File: config.mk
export PLATFORM = sky130hd
export DESIGN_NAME = tfs_top
export DESIGN_NICKNAME = d
export VERILOG_FILES = /design/src/tfs_pkg.sv /design/src/tfs_fifo_stage.sv /design/src/tfs_top.sv
export SDC_FILE = /design/constraint.sdc
export NUM_CORES = 1
export LEC_CHECK = 0
export BUFFER_PORTS_ARGS = -buffer_cell sky130_fd_sc_hd__buf_4
export CORE_UTILIZATION = 50
export DETAILED_ROUTE_END_ITERATION = 8
export PLACE_DENSITY = 0.74
export SLEW_MARGIN = 20
export SYNTH_ARGS = -nofsm -noshare
export SYNTH_HDL_FRONTEND = slang
export SYNTH_SLANG_ARGS = --single-unit
File: constraint.sdc
create_clock -name CLK_SYS -period 7.2 [get_ports CLK_SYS]
set_input_delay 0.72 -clock CLK_SYS [delete_from_list [all_inputs] [get_ports CLK_SYS]]
set_output_delay 0.72 -clock CLK_SYS [all_outputs]
set_load 0.02 [all_outputs]
File: src/tfs_pkg.sv
// Shared constants and carrier types of the sync serial transmit FIFO and status block
package tfs_pkg;
  // Register byte addresses on the AXI4-Lite bus
  localparam logic [7:0] REG_STATUS = 8'h00;
  localparam logic [7:0] REG_TXDATA = 8'h04;
  localparam logic [7:0] REG_CTRL   = 8'h08;
  localparam logic [7:0] REG_CMD    = 8'h0c;
  localparam logic [7:0] REG_SYNC   = 8'h10;
  localparam logic [7:0] REG_RXDATA = 8'h14;
  // Control register fields
  localparam int CB_RXRST   = 0;
  localparam int CB_TXRST   = 1;
  localparam int CB_ONEBYTE = 2;
  localparam int CB_TXSYNC  = 3;
  localparam int CB_RIE     = 4;
  localparam int CB_TIE     = 5;
  localparam int CB_EIE     = 6;
  localparam int CB_EXTSYNC = 7;
  localparam int CB_WL      = 8;
  localparam int CB_ODD     = 10;
  localparam logic [10:0] CTRL_RST = 11'h003;
  localparam logic [7:0]  SYNC_RST = 8'h00;
  // Self-clearing command bits
  localparam int CMD_CLR_CS = 0;
  localparam int CMD_CLR_UF = 1;
  // Status bit positions
  localparam int ST_RDY  = 0;
  localparam int ST_ROOM = 1;
  localparam int ST_CD   = 2;
  localparam int ST_CS   = 3;
  localparam int ST_UF   = 4;
  localparam int ST_OVR  = 5;
  localparam int ST_PAR  = 6;
  localparam int ST_IRQ  = 7;
  // Bus enable strobe timing
  localparam int CLK_PERIOD_NS = 5;
  localparam int E_PERIOD_NS   = 1000;
  localparam logic [7:0] E_DIV = 8'(E_PERIOD_NS / CLK_PERIOD_NS);
  // AXI responses
  localparam logic [1:0] RESP_OKAY   = 2'h0;
  localparam logic [1:0] RESP_SLVERR = 2'h2;

  typedef struct packed {
    logic        awvalid;
    logic [7:0]  awaddr;
    logic        wvalid;
    logic [31:0] wdata;
    logic [3:0]  wstrb;
    logic        bready;
    logic        arvalid;
    logic [7:0]  araddr;
    logic        rready;
  } tfs_axi_req_t;

  typedef struct packed {
    logic        awready;
    logic        wready;
    logic        bvalid;
    logic [1:0]  bresp;
    logic        arready;
    logic        rvalid;
    logic [31:0] rdata;
    logic [1:0]  rresp;
  } tfs_axi_rsp_t;

  typedef struct packed {
    logic       last_full;
    logic       mid_full;
    logic       overrun;
    logic       parity_bad;
    logic [7:0] data;
  } tfs_rx_t;

  typedef struct packed {
    logic       full;
    logic [7:0] data;
  } tfs_stage_t;
endpackage

File: src/tfs_fifo_stage.sv
// One byte stage of the transmit FIFO with its own full flag
`timescale 1ns/100ps
`default_nettype none
module tfs_fifo_stage (
  input  wire logic       clk,
  input  wire logic       rst,
  input  wire logic       clr,
  input  wire logic       load,
  input  wire logic [7:0] din,
  input  wire logic       take,
  output logic            full,
  output logic [7:0]      dout
);
  tfs_pkg::tfs_stage_t st_r;
  tfs_pkg::tfs_stage_t st_nxt;

  // Empty stage accepts a byte, full stage empties when drained
  always_comb begin
    st_nxt = st_r;
    if (clr) begin
      st_nxt.full = 1'b0;
    end else if (load && !st_r.full) begin
      st_nxt.full = 1'b1;
      st_nxt.data = din;
    end else if (take && st_r.full) begin
      st_nxt.full = 1'b0;
    end
  end

  // State register
  always_ff @(posedge clk or posedge rst) begin
    if (rst) begin
      st_r <= '0;
    end else begin
      st_r <= st_nxt;
    end
  end

  assign full = st_r.full;
  assign dout = st_r.data;
endmodule
`default_nettype wire

File: src/tfs_top.sv
// Transmit FIFO, serial transmitter and status register of the sync serial adapter
`timescale 1ns/100ps
`default_nettype none
// Function
// - Three byte stages, full stage moves to empty neighbour on each E pulse.
// - Unused upper data bits dropped; parity generated for FIFO data, and for sync code only with 8 data bits.
// - With no data, send sync code or an all ones fill.
// - Underflow output pulses one transmit clock high period, only in sync fill.
// - Status register is read only; reading it alone changes nothing.
// - Bit 0 shows stage 3 full, or stages 2 and 3 full.
// - Bit 1 shows stage 1 empty, or stages 1 and 2 empty.
// - Transmit soft reset inhibits bit 1, clears FIFO, release on next E.
// - High clear-to-send inhibits bit 1 except in external sync mode.
// - Bit 2 latches carrier rise; cleared by status then receive read.
// - Bit 3 latches clear-to-send rise; cleared by command or transmit soft reset.
// - Bit 4 sets on underflow in sync fill; cleared by command.
// - Bit 5 sets on receive overrun; cleared like bit 2.
// - Bit 6 flags parity of last stage; cleared by read or reset.
// - Bit 7 equals the interrupt output under the same enables.
// - Control one-byte bit selects single or double byte flag behaviour.
// - Control sync fill bit picks sync code or mark fill.
// - External sync bit set drops clear-to-send gating; reset clears it.
module tfs_top (
  input  wire logic                 CLK_SYS,
  input  wire logic                 RESET,
  input  wire tfs_pkg::tfs_axi_req_t AXI_REQ,
  output tfs_pkg::tfs_axi_rsp_t      AXI_RSP,
  input  wire tfs_pkg::tfs_rx_t      RX_IN,
  input  wire logic                 CARRIER_DETECT_N,
  input  wire logic                 CLEAR_SEND_N,
  input  wire logic                 TX_CLK,
  output logic                      TX_DATA,
  output logic                      UNDERFLOW,
  output logic                      IRQ_N,
  output logic                      RX_READ,
  output logic                      RX_SOFT_RESET
);
  typedef struct packed {
    tfs_pkg::tfs_axi_rsp_t rsp;
    logic        aw_ok;
    logic        w_ok;
    logic [7:0]  awaddr;
    logic [31:0] wdata;
    logic [3:0]  wstrb;
    logic [10:0] ctrl;
    logic [7:0]  sync;
    logic [7:0]  e_cnt;
    logic        e_stb;
    logic        cs_m;
    logic        cs_s;
    logic        cs_d;
    logic        cd_m;
    logic        cd_s;
    logic        cd_d;
    logic        tc_m;
    logic        tc_s;
    logic        tc_d;
    logic        cs_lat;
    logic        cd_lat;
    logic        ovr_lat;
    logic        tx_underflow_flag;
    logic        armed;
    logic        tx_clr;
    logic [8:0]  sh;
    logic [3:0]  bitcnt;
    logic        uf_o;
    logic        txd_o;
    logic        irq_n;
    logic        rx_read;
  } tfs_state_t;

  tfs_state_t st_r;
  tfs_state_t st_nxt;

  logic       tx_wr;
  logic [7:0] tx_byte;
  logic       mv12;
  logic       mv23;
  logic       take3;
  logic [2:0] full;
  logic [7:0] d1;
  logic [7:0] d2;
  logic [7:0] d3;
  logic [7:0] status;
  logic [7:0] mask;
  logic [3:0] dbits;
  logic       room;
  logic       rdy;
  logic       par_bad;
  logic       irq;

  // Data bit mask and count for the selected word length
  always_comb begin
    unique case (st_r.ctrl[tfs_pkg::CB_WL +: 2])
      2'h0: begin
        mask  = 8'h3f;
        dbits = 4'h6;
      end
      2'h1: begin
        mask  = 8'h7f;
        dbits = 4'h7;
      end
      default: begin
        mask  = 8'hff;
        dbits = 4'h8;
      end
    endcase
  end

  // Character with generated parity above the data bits
  function automatic logic [8:0] with_par(input logic [7:0] d,
                                          input logic [7:0] m,
                                          input logic [3:0] n,
                                          input logic       odd);
    logic [8:0] c;
    c = {1'b0, d & m};
    if ((^(d & m)) ^ odd) begin
      c = c | (9'h001 << n);
    end
    return c;
  endfunction

  // Three stage transmit FIFO
  assign mv12  = st_r.e_stb && full[0] && !full[1];
  assign mv23  = st_r.e_stb && full[1] && !full[2];
  assign tx_byte = st_r.wdata[7:0] & mask;

  tfs_fifo_stage u_s1 (
    .clk  (CLK_SYS),
    .rst  (RESET),
    .clr  (st_r.tx_clr),
    .load (tx_wr),
    .din  (tx_byte),
    .take (mv12),
    .full (full[0]),
    .dout (d1)
  );
  tfs_fifo_stage u_s2 (
    .clk  (CLK_SYS),
    .rst  (RESET),
    .clr  (st_r.tx_clr),
    .load (mv12),
    .din  (d1),
    .take (mv23),
    .full (full[1]),
    .dout (d2)
  );
  tfs_fifo_stage u_s3 (
    .clk  (CLK_SYS),
    .rst  (RESET),
    .clr  (st_r.tx_clr),
    .load (mv23),
    .din  (d2),
    .take (take3),
    .full (full[2]),
    .dout (d3)
  );

  // Live status and interrupt request
  always_comb begin
    if (st_r.ctrl[tfs_pkg::CB_ONEBYTE]) begin
      rdy  = RX_IN.last_full;
      room = !full[0];
    end else begin
      rdy  = RX_IN.last_full && RX_IN.mid_full;
      room = !full[0] && !full[1];
    end
    rdy  = rdy && !st_r.ctrl[tfs_pkg::CB_RXRST];
    room = room && !st_r.ctrl[tfs_pkg::CB_TXRST];
    if (st_r.cs_s && !st_r.ctrl[tfs_pkg::CB_EXTSYNC]) begin
      room = 1'b0;
    end
    par_bad = RX_IN.parity_bad && RX_IN.last_full
              && !st_r.ctrl[tfs_pkg::CB_RXRST];
    irq = (rdy && st_r.ctrl[tfs_pkg::CB_RIE])
          || (room && st_r.ctrl[tfs_pkg::CB_TIE])
          || (st_r.ctrl[tfs_pkg::CB_EIE] && (st_r.ovr_lat || st_r.cd_lat
              || par_bad || st_r.cs_lat || st_r.tx_underflow_flag));
    status                  = '0;
    status[tfs_pkg::ST_RDY]  = rdy;
    status[tfs_pkg::ST_ROOM] = room;
    status[tfs_pkg::ST_CD]   = st_r.cd_lat || st_r.cd_s;
    status[tfs_pkg::ST_CS]   = st_r.cs_lat || st_r.cs_s;
    status[tfs_pkg::ST_UF]   = st_r.tx_underflow_flag;
    status[tfs_pkg::ST_OVR]  = st_r.ovr_lat;
    status[tfs_pkg::ST_PAR]  = par_bad;
    status[tfs_pkg::ST_IRQ]  = !st_r.irq_n;
  end

  // Next state of bus slave, latches and transmitter
  always_comb begin
    logic       wr;
    logic       rd;
    logic       cd_clr;
    logic       tc_rise;
    logic [8:0] ch;
    wr      = st_r.aw_ok && st_r.w_ok && !st_r.rsp.bvalid;
    rd      = st_r.rsp.arready && AXI_REQ.arvalid;
    cd_clr  = 1'b0;
    tc_rise = st_r.tc_s && !st_r.tc_d;
    ch      = '0;
    st_nxt  = st_r;
    tx_wr   = 1'b0;
    take3   = 1'b0;
    st_nxt.rx_read = 1'b0;
    // Pin synchronisers; a high pin level is the event and the inhibit
    st_nxt.cs_m = CLEAR_SEND_N;
    st_nxt.cs_s = st_r.cs_m;
    st_nxt.cs_d = st_r.cs_s;
    st_nxt.cd_m = CARRIER_DETECT_N;
    st_nxt.cd_s = st_r.cd_m;
    st_nxt.cd_d = st_r.cd_s;
    st_nxt.tc_m = TX_CLK;
    st_nxt.tc_s = st_r.tc_m;
    st_nxt.tc_d = st_r.tc_s;
    // E strobe divider
    st_nxt.e_stb = 1'b0;
    if (st_r.e_cnt == tfs_pkg::E_DIV - 8'h01) begin
      st_nxt.e_cnt = '0;
      st_nxt.e_stb = 1'b1;
    end else begin
      st_nxt.e_cnt = st_r.e_cnt + 8'h01;
    end
    // FIFO held clear until the next E pulse after soft reset
    if (st_r.e_stb) begin
      st_nxt.tx_clr = 1'b0;
    end
    // Address and data channels taken in either order
    if (st_r.rsp.awready && AXI_REQ.awvalid) begin
      st_nxt.aw_ok  = 1'b1;
      st_nxt.awaddr = AXI_REQ.awaddr;
    end
    if (st_r.rsp.wready && AXI_REQ.wvalid) begin
      st_nxt.w_ok  = 1'b1;
      st_nxt.wdata = AXI_REQ.wdata;
      st_nxt.wstrb = AXI_REQ.wstrb;
    end
    if (st_r.rsp.bvalid && AXI_REQ.bready) begin
      st_nxt.rsp.bvalid = 1'b0;
    end
    if (st_r.rsp.rvalid && AXI_REQ.rready) begin
      st_nxt.rsp.rvalid = 1'b0;
    end
    // Register write
    if (wr) begin
      st_nxt.aw_ok      = 1'b0;
      st_nxt.w_ok       = 1'b0;
      st_nxt.rsp.bvalid = 1'b1;
      st_nxt.rsp.bresp  = tfs_pkg::RESP_OKAY;
      unique case (st_r.awaddr)
        tfs_pkg::REG_STATUS: begin
        end
        tfs_pkg::REG_TXDATA: begin
          tx_wr = st_r.wstrb[0];
        end
        tfs_pkg::REG_CTRL: begin
          if (st_r.wstrb[0]) begin
            st_nxt.ctrl[7:0] = st_r.wdata[7:0];
            if (st_r.wdata[tfs_pkg::CB_TXRST]) begin
              st_nxt.tx_clr = 1'b1;
              st_nxt.cs_lat = 1'b0;
              st_nxt.tx_underflow_flag    = 1'b0;
            end
            if (st_r.wdata[tfs_pkg::CB_RXRST]) begin
              cd_clr = 1'b1;
            end
          end
          if (st_r.wstrb[1]) begin
            st_nxt.ctrl[10:8] = st_r.wdata[10:8];
          end
        end
        tfs_pkg::REG_CMD: begin
          if (st_r.wstrb[0] && st_r.wdata[tfs_pkg::CMD_CLR_CS]) begin
            st_nxt.cs_lat = 1'b0;
          end
          if (st_r.wstrb[0] && st_r.wdata[tfs_pkg::CMD_CLR_UF]) begin
            st_nxt.tx_underflow_flag = 1'b0;
          end
        end
        tfs_pkg::REG_SYNC: begin
          if (st_r.wstrb[0]) begin
            st_nxt.sync = st_r.wdata[7:0];
          end
        end
        default: begin
          st_nxt.rsp.bresp = tfs_pkg::RESP_SLVERR;
        end
      endcase
    end
    // Register read; a status read arms the latch clear, the receive data read pops and clears
    if (rd) begin
      st_nxt.rsp.rvalid = 1'b1;
      st_nxt.rsp.rresp  = tfs_pkg::RESP_OKAY;
      st_nxt.rsp.rdata  = '0;
      unique case (AXI_REQ.araddr)
        tfs_pkg::REG_STATUS: begin
          st_nxt.rsp.rdata[7:0] = status;
          st_nxt.armed          = 1'b1;
        end
        tfs_pkg::REG_CTRL: begin
          st_nxt.rsp.rdata[10:0] = st_r.ctrl;
        end
        tfs_pkg::REG_SYNC: begin
          st_nxt.rsp.rdata[7:0] = st_r.sync;
        end
        tfs_pkg::REG_RXDATA: begin
          st_nxt.rsp.rdata[7:0] = RX_IN.data & mask;
          st_nxt.rx_read        = 1'b1;
          st_nxt.armed          = 1'b0;
          cd_clr                = cd_clr || st_r.armed;
        end
        default: begin
          st_nxt.rsp.rresp = tfs_pkg::RESP_SLVERR;
        end
      endcase
    end
    if (st_r.ctrl[tfs_pkg::CB_RXRST]) begin
      cd_clr = 1'b1;
    end
    if (cd_clr) begin
      st_nxt.cd_lat  = 1'b0;
      st_nxt.ovr_lat = 1'b0;
    end
    // Latched events; a set wins over a clear in the same cycle
    if (st_r.cd_s && !st_r.cd_d) begin
      st_nxt.cd_lat = 1'b1;
    end
    if (st_r.cs_s && !st_r.cs_d) begin
      st_nxt.cs_lat = 1'b1;
    end
    if (RX_IN.overrun && !st_r.ctrl[tfs_pkg::CB_RXRST]) begin
      st_nxt.ovr_lat = 1'b1;
    end
    // Underflow pulse ends on the falling transmit clock edge
    if (!st_r.tc_s && st_r.tc_d) begin
      st_nxt.uf_o = 1'b0;
    end
    // Serial transmitter, one bit per rising transmit clock edge
    if (tc_rise) begin
      if (st_r.bitcnt != 4'h0) begin
        st_nxt.txd_o  = st_r.sh[0];
        st_nxt.sh     = st_r.sh >> 1;
        st_nxt.bitcnt = st_r.bitcnt - 4'h1;
      end else begin
        if (full[2] && !st_r.ctrl[tfs_pkg::CB_TXRST]) begin
          take3 = 1'b1;
          ch = with_par(d3, mask, dbits, st_r.ctrl[tfs_pkg::CB_ODD]);
        end else if (st_r.ctrl[tfs_pkg::CB_TXSYNC]) begin
          ch = {1'b1, st_r.sync & mask} | ~({1'b1, mask});
          if (dbits == 4'h8) begin
            ch = with_par(st_r.sync, mask, dbits,
                          st_r.ctrl[tfs_pkg::CB_ODD]);
          end
          if (!st_r.ctrl[tfs_pkg::CB_TXRST]) begin
            st_nxt.tx_underflow_flag  = 1'b1;
            st_nxt.uf_o = 1'b1;
          end
        end else begin
          ch = 9'h1ff;
        end
        st_nxt.txd_o  = ch[0];
        st_nxt.sh     = ch >> 1;
        st_nxt.bitcnt = dbits;
      end
    end
    // Interrupt output and status bit 7 share one flop
    st_nxt.irq_n = !irq;
    // Ready signals offered for the next cycle
    st_nxt.rsp.awready = !st_nxt.aw_ok && !st_nxt.rsp.bvalid;
    st_nxt.rsp.wready  = !st_nxt.w_ok && !st_nxt.rsp.bvalid;
    st_nxt.rsp.arready = !st_nxt.rsp.rvalid;
  end

  // State register
  always_ff @(posedge CLK_SYS or posedge RESET) begin
    if (RESET) begin
      st_r        <= '0;
      st_r.ctrl   <= tfs_pkg::CTRL_RST;
      st_r.sync   <= tfs_pkg::SYNC_RST;
      st_r.tx_clr <= 1'b1;
      st_r.irq_n  <= 1'b1;
      st_r.txd_o  <= 1'b1;
    end else begin
      st_r <= st_nxt;
    end
  end

  assign AXI_RSP       = st_r.rsp;
  assign TX_DATA       = st_r.txd_o;
  assign UNDERFLOW     = st_r.uf_o;
  assign IRQ_N         = st_r.irq_n;
  assign RX_READ       = st_r.rx_read;
  assign RX_SOFT_RESET = st_r.ctrl[tfs_pkg::CB_RXRST];

  // Checks
  a_room_txrst: assert property (@(posedge CLK_SYS) disable iff (RESET)
    st_r.ctrl[tfs_pkg::CB_TXRST] |-> !status[tfs_pkg::ST_ROOM])
    else $error("room flag shown during transmit soft reset");
  a_room_clear_send: assert property (@(posedge CLK_SYS) disable iff (RESET)
    st_r.cs_s && !st_r.ctrl[tfs_pkg::CB_EXTSYNC] |-> !status[tfs_pkg::ST_ROOM])
    else $error("room flag not inhibited by clear-to-send");
  a_irq_bit_match: assert property (@(posedge CLK_SYS) disable iff (RESET)
    status[tfs_pkg::ST_IRQ] == !IRQ_N && ($past(irq) == !IRQ_N))
    else $error("status bit 7 differs from interrupt output");
  a_uf_only_sync: assert property (@(posedge CLK_SYS) disable iff (RESET)
    $rose(UNDERFLOW) |-> $past(st_r.ctrl[tfs_pkg::CB_TXSYNC]) && st_r.tx_underflow_flag)
    else $error("underflow pulse without sync fill");
  a_cs_latch: assert property (@(posedge CLK_SYS) disable iff (RESET)
    st_r.cs_s && !st_r.cs_d |=> st_r.cs_lat [*2])
    else $error("clear-to-send rise not latched");
  a_cd_latch: assert property (@(posedge CLK_SYS) disable iff (RESET)
    st_r.cd_s && !st_r.cd_d |=> status[tfs_pkg::ST_CD])
    else $error("carrier rise not latched");
  a_ovr_set: assert property (@(posedge CLK_SYS) disable iff (RESET)
    RX_IN.overrun && !st_r.ctrl[tfs_pkg::CB_RXRST] |=> st_r.ovr_lat)
    else $error("overrun not latched");
  a_clr_release: assert property (@(posedge CLK_SYS) disable iff (RESET)
    st_r.tx_clr |-> ##[0:205] !st_r.tx_clr ##1 (full == 3'h0 || tx_wr || $past(tx_wr)))
    else $error("FIFO clear not released by E pulse");
  a_stage_shift: assert property (@(posedge CLK_SYS) disable iff (RESET)
    $rose(full[1]) |-> $past(st_r.e_stb) && $past(full[0]))
    else $error("stage 2 filled off the E pulse");
  a_rdy_onebyte: assert property (@(posedge CLK_SYS) disable iff (RESET)
    st_r.ctrl[tfs_pkg::CB_ONEBYTE] && !st_r.ctrl[tfs_pkg::CB_RXRST]
    |-> status[tfs_pkg::ST_RDY] == RX_IN.last_full)
    else $error("receive ready flag wrong in one-byte mode");
endmodule
`default_nettype wire

; Word-level counts from Yosys, hierarchy flattened
; Cells that the tools add are included.
[totals]
output_inout_bits = 46
mem_bits_rw = 0
latchBits = 0
romBits = 0
inputBits = 74
memories = 0
wordCells = 238
ff_bits = 129
[op_classes]
n_shift = 1
magnitude_cmp = 0
n_reduce_logical = 87
div = 0
eq_ne = 13
add_sub_neg = 2
n_mux = 79
n_bitwise = 11
multipliers = 0
[op_table]
columns = cell, n
row1 = $mux W1, 58
row2 = $mux W9, 5
row3 = $logic_and A1 B1 Y1, 37
row4 = $mux W35, 1
row5 = $and A8 B8 Y8, 4
row6 = $pmux W8 S4, 1
row7 = $eq A8 B4 Y1 const B, 3
row8 = $eq A8 B5 Y1 const B, 3
row9 = $or A8 B9 Y9, 2
row10 = $logic_not A1 Y1, 17
row11 = $logic_not A8 Y1, 2
row12 = $pmux W8 S2, 1
row13 = $reduce_xor A8 Y1, 2
row14 = $mux W12, 1
row15 = $reduce_bool A3 Y1, 4
row16 = $mux W2, 5
row17 = $logic_or A1 B1 Y1, 9
row18 = $ne A3 B3 Y1 const B, 3
row19 = $not A9 Y9, 1
row20 = $or A9 B9 Y9, 1
row21 = $reduce_and A3 Y1, 3
row22 = $shl A1 B4 Y9 const A, 1
row23 = $add A8 B1 Y8 const B, 1
row24 = $eq A8 B3 Y1 const B, 1
row25 = other kinds (17), 27

; Depth between registers and ports, before layout
; Gate-level depths: netlist (run 1).
[depth]
depth_word = 11
ltp_mapped = 7
depth_no_buf = 6

; Cells and area by module
; A second synthesis (run 1) with hierarchy kept.
[hier_totals]
cells_unflattened = 545
area_unflattened_um2 = 6100.9
[modules_own_cells]
columns = mod, seq_area_each_um2, instances, cells_per_inst, area_per_inst_um2
row1 = tfs_top, 2508.7, 1, 479, 5031.1
row2 = tfs_fifo_stage, 225.2, 3, 22, 356.6

; Worst setup path before layout (run 1)
; Ideal clock, no wire load.
[synth_path]
path_kind = register to register
from = register st_r[102] (netlist bit)
to = register u_s1.st_r, in the netlist u_s1.dout[2]
path_stages_with_launch = 6
setup_slack_ps = 5272
required_ps = 7075
t_arrival_ps = 1802
synth_period_minus_slack_ps = 1928
path_cell_list = dfrtp_1 > or4_4 > nor4_4 > nand3_2 > buf_6 > mux2_4
[synth_between]
elab_chain_len = 5
[synth_rtl]
columns = item, line
row1 = "start, declared", tfs_top.sv:72  ; tfs_state_t st_r;
row2 = "start signal, assigned", tfs_top.sv:384  ; st_r <= st_nxt;
row3 = $eq A8 B3 Y1, tfs_top.sv:250  ; unique case (st_r.awaddr)
row4 = $mux W1, tfs_top.sv:250
row5 = $mux W1, tfs_top.sv:245  ; if (wr) begin
row6 = $logic_and A1 B1 Y1, tfs_fifo_stage.sv:22  ; end else if (load && !st_r.full) begin
row7 = $reduce_and A2 Y1 (no line), --
row8 = "end signal, assigned", tfs_fifo_stage.sv:35  ; st_r <= st_nxt;
row9 = "end, declared", tfs_fifo_stage.sv:14  ; tfs_pkg::tfs_stage_t st_r;
; No other way between the ends.
; A chain may end at the register's enable or synchronous reset.

; Worst setup path in the final report (run 1)
[layout_path]
from = register st_r[102] (netlist bit)
to = register st_r[20] (netlist bit)
[layout_between]
elab_chain_len = 8
[layout_rtl]
columns = item, line
row1 = $eq A8 B4 Y1 *, tfs_top.sv:250
row2 = $mux W1 *, tfs_top.sv:250
row3 = $mux W1 *, tfs_top.sv:245
row4 = $logic_or A1 B1 Y1, tfs_top.sv:310  ; cd_clr = cd_clr || st_r.armed;
row5 = $mux W1, tfs_top.sv:295  ; unique case (AXI_REQ.araddr)
row6 = $mux W1 *, tfs_top.sv:291  ; if (rd) begin
row7 = $mux W1 *, tfs_top.sv:317  ; if (st_r.ctrl[tfs_pkg::CB_RXRST]) begin
row8 = $reduce_bool A2 Y1 (no line) *, --
; Every way passes the cells marked *; elsewhere a longest branch is shown, timed or not.

==> results of run 1 <==
## final timing paths
path | from | to | slack [ns] | cells after the start
setup / recovery | st_r[102] | st_r[20] | 5.07 | 5
hold / removal | st_nxt[30] | st_nxt[29] | 0.35 | 0
setup reg to reg | st_r[102] | st_r[20] | 5.07 | 5
hold reg to reg | st_nxt[30] | st_nxt[29] | 0.35 | 0
max in group asynchronous | RESET | st_r[11] | 5.50 | 3
min in group asynchronous | RESET | AXI_RSP[39] | 0.51 | 2
## worst reg2reg max path, delay by kind of cell (launching register included)
family          cells  cell delay (ns)
simple gates        3             1.23
flops               1             0.38
compound gates      2             0.39
## routing by layer
layer	global-route usage, %	vias to the layer above	wire length (µm)
met4	7.47	0	183
li1	-	1961	-
met2	34.3	145	6100
met1	27.9	2036	5520
met5	0	-	0
met3	5.80	16	674
## registers in the layout, indices dropped and copies added, names as in the netlist, 6 cells and up
name       flops
st_nxt         6
AXI_RSP       18
u_s3.dout      8
u_s2.dout      8
st_r          71
u_s1.dout      8
## per-stage QoR
stage	std cells	power (mW)	worst slack, ns	hold slack, ns	cell area [µm²]
2_1_floorplan	569	1.29	3.10	0.331	6010
3_3_place_gp	729	1.39	5.02	0.335	6360
3_5_place_dp	729	1.42	4.96	0.336	6360
4_1_cts	761	2.28	5.07	0.353	6950
5_1_grt	761	2.37	4.93	0.361	6950
6_report	761	2.26	5.07	0.352	6950
## placed cells by master (no fill, tap or decap), types with 17 or more instances in the layout
cell and count:
a21oi_1 19, buf_4 74, clkbuf_16 17, conb_1 23, dfrtp_1 122, inv_1 22, mux2_2 52, nand2_1 64
nor2_1 30, o21ai_0 50
## final cells by class
class                           instances  area share [%]
Timing Repair Buffer                   74            7.99
Sequential cell                       127            45.8
Clock inverter                         14            2.25
Inverter                               23            1.28
Multi-Input combinational cell        362            33.8
Tap cell                              143            2.57
Clock buffer                           18            6.32
## where the power goes
| part | internal [mW] | leakage (nW) | switching [mW] |
|---|---|---|---|
| clock network | 0.524 | 0.292 | 0.325 |
| registers | 0.856 | 1.62 | 0.144 |
| logic | 0.199 | 1.32 | 0.215 |
| total | 1.58 | 3.23 | 0.683 |
## cells by family after synthesis
family / Yosys count / share of synthesized area (%)
other cells: 1 / 0.0633
flops: 127 / 53.8
compound gates: 105 / 10.6
buf+inv: 80 / 7.94
mux: 55 / 10.5
simple gates: 158 / 13.2
xor+xnor: 19 / 3.51
fa+ha+maj: 2 / 0.422
==> summary.txt, run 1 <==
Worst setup path
  • CP bufs+invs: 0
  • Cell Chain, Critical Path: or4_4 -> nor4_4 -> nand3_2 -> o2bb2ai_1 -> o22ai_1
  • Crit-path max cell delay: about 0.56 ns
  • WS Path Type: reg -> reg
  • Crit path max-delay family: simple AND/OR/NAND/NOR gates
  • Critical Path Start Type: register
  • Setup crit end kind: register
  • CP Max Fanout: 11
  • Critical Path AT: about 2.4 ns
  • Required time of the critical path: between 7 and 8 ns
  • CP max-delay cell: or4_4

Layout
  • Share of cells above drive strength 1: around 28%
  • Antenna Cells: 0
  • Multi-input logic area: between 2000 and 2500 µm²
  • Area grow syn2layout: 17.4%
  • Finished Core Util: just over 60%
  • Fillers: ~900
  • Reg area: 3180 µm²
  • Nets: around 680

Detailed routing
  • Antenna Nets Post-Route: 0
  • Vias per Instance: 5.46
  • Total wire length after detailed routing: about 12000 µm
  • Drt drc: 0
  • 1st-iter DRT viols: 220
  • First drt pass iteration count: 4
  • Routed vias: approximately 4200
  • Avg WL per Cell: approximately 16 µm

Power
  • Leak: ~3.2 nW
  • Peak supply drop: 0.253 mV
  • PwrDens: between 300 and 400 nW/µm²

Floorplan
  • Die Span X: roughly 110 µm
  • I/O Pins: 120
  • Row cnt: 39
  • DIE AREA: 12300 µm²
  • DIE HEIGHT: about 110 µm
  • Initial Util: about half
  • Core area: about 11000 µm²

Synthesis
  • Synth async-reset ratio: 100%
  • Post-Syn Area: 5920 µm²
  • Seq cells post-synth: between 100 and 150
  • EDFF count, synth: 0
  • Top cells by count, synth: dfrtp_1 (122), nand2_1 (64), mux2_2 (52)
  • Post-synthesis cell type count: 55
  • Syn Inst Count: 547
  • Post-synthesis average cell area: about 11 µm²
  • Seq/Total Area, Yosys: between 50 and 60%
  • Area contributors post-synth: dfrtp_1 (52%), mux2_2 (9.9%), buf_4 (5.2%), o21ai_0 (4.2%), nand2_1 (4.1%)
  • Synth Flop Type: dfrtp_1
  • Ys Warns: 0
  • Area share of the largest cell type after synthesis: approximately half
  • Top cell type by total area after synthesis: dfrtp_1
  • Most frequent cell after synthesis: dfrtp_1

Timing
  • Period minus WS final: around 2.1 ns
  • Fmax: roughly 0.47 GHz
  • Setup repair after global routing missed its margin: no
  • Slew Viols, Final: 0
  • Final setup viols: 0
  • Worst-Margin Slew: between 1 and 1.5 ns
  • Slew headroom: between 20 and 30%
  • Final hold vios: 0
  • Tcrit/Tclk final: about 30%
  • TNS Setup: 0 ns
  • Clock skew: around 0.0056 ns

Clock tree
  • CTS Sinks: roughly 130
  • Total CTS buffers: 17
  • Resize count post-CTS: 0
  • CTS tree: yes
  • Post-CTS Setup Inserts: 0
  • Htree depth: 4
  • Root Buffer: clkbuf_16
  • Clock slew at the register clock pins of the worst setup and hold paths: ~0.06 ns
  • Latest clock arrival within the worst-skew pair: approximately 0.4 ns
  • Clk buf depth: 2
  • CTS Hold Buffers Added: 0

Global route
  • Gr ovfl total: 0
  • First-pass GRT wire length: about 21000 µm
  • Number of global-route vias before repair: 4157
  • Total global-route track usage: around a fifth
  • Largest net degree at the start of global routing: 74
  • Antenna violations before repair: 0

Placement
  • Gp weighted congestion: just under 0.9
  • Port Buffers: 73
  • Post-DP HPWL: a little under 9000 µm

Status
  • Status: finished clean

Worst hold path
  • HP Class: reg -> reg

Flow run
  • Maximum Capacitance Violations: 0
Power figures use the tool's default switching activity.
==> run 2: changes to the inputs <==
- ABC_AREA: unset -> 1
- PLACE_DENSITY: 0.74 -> 0.73
- clock period: 7.2 -> 2.22 ns (I/O delays scaled with it)
==> run 2 against run 1 <==
The flow now finishes with violations (design-rule violations). Sequential power rose to 3.1 times the previous value. Cell count rose by 19%. Cell area rose by 4.5%. Fmax rose by 21%. Utilization rose by 2.0 points. Highest routed layer unchanged.
==> summary.txt, run 2 <==
Status
  • Status: finished, violations left
  • Failing checks: design-rule violations

Worst setup path
  • Critical Path AT: just over 2 ns
  • Critical R2R Launch: AXI_RSP[38]
  • Worst setup startpoint: AXI_RSP[38]
  • Cell Chain, Critical Path: inv_1 -> nand3_2 -> inv_2 -> nand2_1 -> inv_2 -> nand4_2 -> nand2_1 -> o21ai_2
  • Critical Path Start Type: register
  • Crit-path max cell delay: roughly 0.45 ns
  • WS Path Type: reg -> reg
  • CP Max Fanout: 16
  • Setup crit end kind: register
  • CP max-delay cell: nand4_2
  • Required time of the critical path: 2.51 ns

Layout
  • Most frequent cells in the layout: nand2_1 (162), dfrtp_1 (122), inv_1 (77), buf_4 (76), o21ai_0 (48)
  • Largest Register: st_r
  • Finished Core Util: about 63%
  • Max FFs per register: a little over 70
  • Nets: about 830
  • Commonest non-fill, non-tap cell in the layout: nand2_1
  • Fillers: around 950
  • Area grow syn2layout: 20.1%
  • Share of cells above drive strength 1: approximately 22%
  • Antenna Cells: 0

Timing
  • Slew headroom: 59.3%
  • Fmax: roughly 0.57 GHz
  • Setup repair after global routing missed its margin: no
  • Final hold vios: 0
  • TNS Setup: 0 ns
  • Tcrit/Tclk final: around four fifths
  • Slew Viols, Final: 0
  • Period minus WS final: about 1.8 ns
  • Clock skew: between 0.007 and 0.008 ns
  • Worst-Margin Slew: roughly 0.61 ns
  • Final setup viols: 0

Synthesis
  • Top cells by count, synth: nand2_1 (162), dfrtp_1 (122), inv_1 (78)
  • Seq/Total Area, Yosys: between 50 and 60%
  • Post-Syn Area: 6050 µm²
  • Simple-gate share of the synthesized area: approximately a fifth
  • Area contributors post-synth: dfrtp_1 (50%), nand2_1 (10%), buf_4 (5.1%), inv_1 (4.8%), o21ai_0 (4.0%)
  • Seq cells post-synth: 127
  • Compound-cell area share of the yosys netlist: 12.6%
  • Post-synthesis cell type count: between 40 and 50
  • Top cell type by total area after synthesis: dfrtp_1
  • Syn Inst Count: just under 700
  • EDFF count, synth: 0
  • Synth async-reset ratio: 100%
  • XOR/XNOR Fraction of Synth Area: between 1 and 1.5%
  • Area share of the largest cell type after synthesis: between 50% and 60%
  • Synth Flop Type: dfrtp_1
  • Most frequent cell after synthesis: nand2_1
  • Largest family of logic cells by synthesized area: simple AND/OR/NAND/NOR gates
  • Post-synthesis average cell area: 8.95 µm²
  • Synth Area in Adders: less than 1%
  • Ys Warns: 0
  • Post-synthesis mux area share: 1.49%

Worst hold path
  • HP Class: in -> reg
  • Worst Hold Launch: AXI_REQ[16]

Floorplan
  • Core area: approximately 12000 µm²
  • DIE HEIGHT: between 100 and 150 µm
  • Initial Util: a little over half
  • DIE AREA: 12600 µm²
  • Die Span X: 112 µm
  • I/O Pins: 120
  • Row cnt: 39

Detailed routing
  • Total wire length after detailed routing: approximately 13000 µm
  • First drt pass iteration count: 6
  • Routed vias: about 4600
  • Drt drc: 12
  • Vias per Instance: approximately 5.1
  • Antenna Nets Post-Route: 0
  • 1st-iter DRT viols: roughly 280
  • Avg WL per Cell: roughly 14 µm

Placement
  • Post-DP HPWL: just over 9000 µm
  • Port Buffers: 73
  • Gp weighted congestion: 0.880

Global route
  • Largest net degree at the start of global routing: slightly below 60
  • First-pass GRT wire length: around 22000 µm
  • Top Usage Layer GRT: met2
  • Gr ovfl total: 0
  • Met2 GRT Util: roughly 36%
  • M3 GR Usage: ~5.7%
  • Number of global-route vias before repair: about 4600
  • Met1 Use GR: between 20 and 30%
  • Antenna violations before repair: 0
  • Total global-route track usage: ~23%

Clock tree
  • Resize count post-CTS: 0
  • CTS Hold Buffers Added: 9
  • Clk buf depth: 2
  • Post-CTS Setup Inserts: 0
  • Root Buffer: clkbuf_16
  • Clock slew at the register clock pins of the worst setup and hold paths: roughly 0.060 ns
  • CTS Sinks: between 100 and 150
  • Htree depth: 4
  • Total CTS buffers: 17
  • Latest clock arrival within the worst-skew pair: approximately 0.42 ns
  • CTS tree: yes

Power
  • Leak: 3.56 nW
  • PwrDens: 1050 nW/µm²
  • Peak supply drop: 0.768 mV

Flow run
  • Maximum Capacitance Violations: 0
run 2: cell families (layout without fill, tap and decap cells):
| family | Yosys count | after routing |
|---|---|---|
| AO/OA/AOI/OAI | 125 | 125 |
| XOR/XNOR | 10 | 10 |
| adder cells (fa/ha/maj) | 2 | 2 |
| buffers and inverters | 140 | 205 |
| flip-flops | 127 | 127 |
| multiplexers | 8 | 8 |
| other | 1 | 23 |
| AND/OR/NAND/NOR | 263 | 263 |
run 2: path summary, 6_finish.rpt:
| path | cells after the start | slack, ns | end |
|---|---|---|---|
| worst max-delay path | 8 | 0.46 | st_r[48] |
| worst min-delay path | 3 | 0.02 | st_r[65] |
| worst max register to register | 8 | 0.46 | st_r[48] |
| worst min register to register | 0 | 0.35 | st_nxt[23] |
| max in group asynchronous | 4 | 1.06 | st_r[17] |
| min in group asynchronous | 3 | 0.43 | st_r[61] |
run 2: through the flow:
step	instance area, µm²	power [mW]	setup slack (ns)	cells	hold WS [ns]
finish	7270	7.65	0.460	906	0.0165
global route	7270	8.06	0.316	906	0.0274
CTS	7270	7.70	0.471	906	0.000296
detailed placement	6550	4.72	0.485	865	0.319
global placement	6550	4.64	0.496	865	0.317
floorplan	6140	4.27	0.435	698	0.253
run 2: area by class of cell:
| type | instances | area, µm² | area share, % |
|---|---|---|---|
| Sequential cell | 127 | 3180 | 43.8 |
| Multi-Input combinational cell | 431 | 2250 | 30.9 |
| Timing Repair Buffer | 87 | 701 | 9.64 |
| Clock buffer | 22 | 474 | 6.52 |
| Inverter | 86 | 327 | 4.49 |
| Tap cell | 143 | 179 | 2.46 |
| Clock inverter | 10 | 159 | 2.19 |
run 2: critical path: cells and delay by family, from the launching register on:
| kind | cells | cell delay, ns |
|---|---|---|
| AOI/OAI and AO/OA | 1 | 0.07 |
| buffers and inverters | 3 | 0.29 |
| DFF | 1 | 0.37 |
| and+or+nand+nor | 4 | 0.89 |
run 2: power breakdown:
group	internal (mW)	total [mW]	switching, mW
clock network	1.96	2.94	0.983
registers	2.79	3.11	0.322
logic	0.565	1.59	1.02
total	5.32	7.65	2.33
run 2: metal layers:
metal | share of wire [%] | vias to the layer above
met2 | 48 | 159
met1 | 44 | 2166
met5 | 0 | -
met3 | 5.8 | 28
li1 | - | 2289
met4 | 2.4 | 0
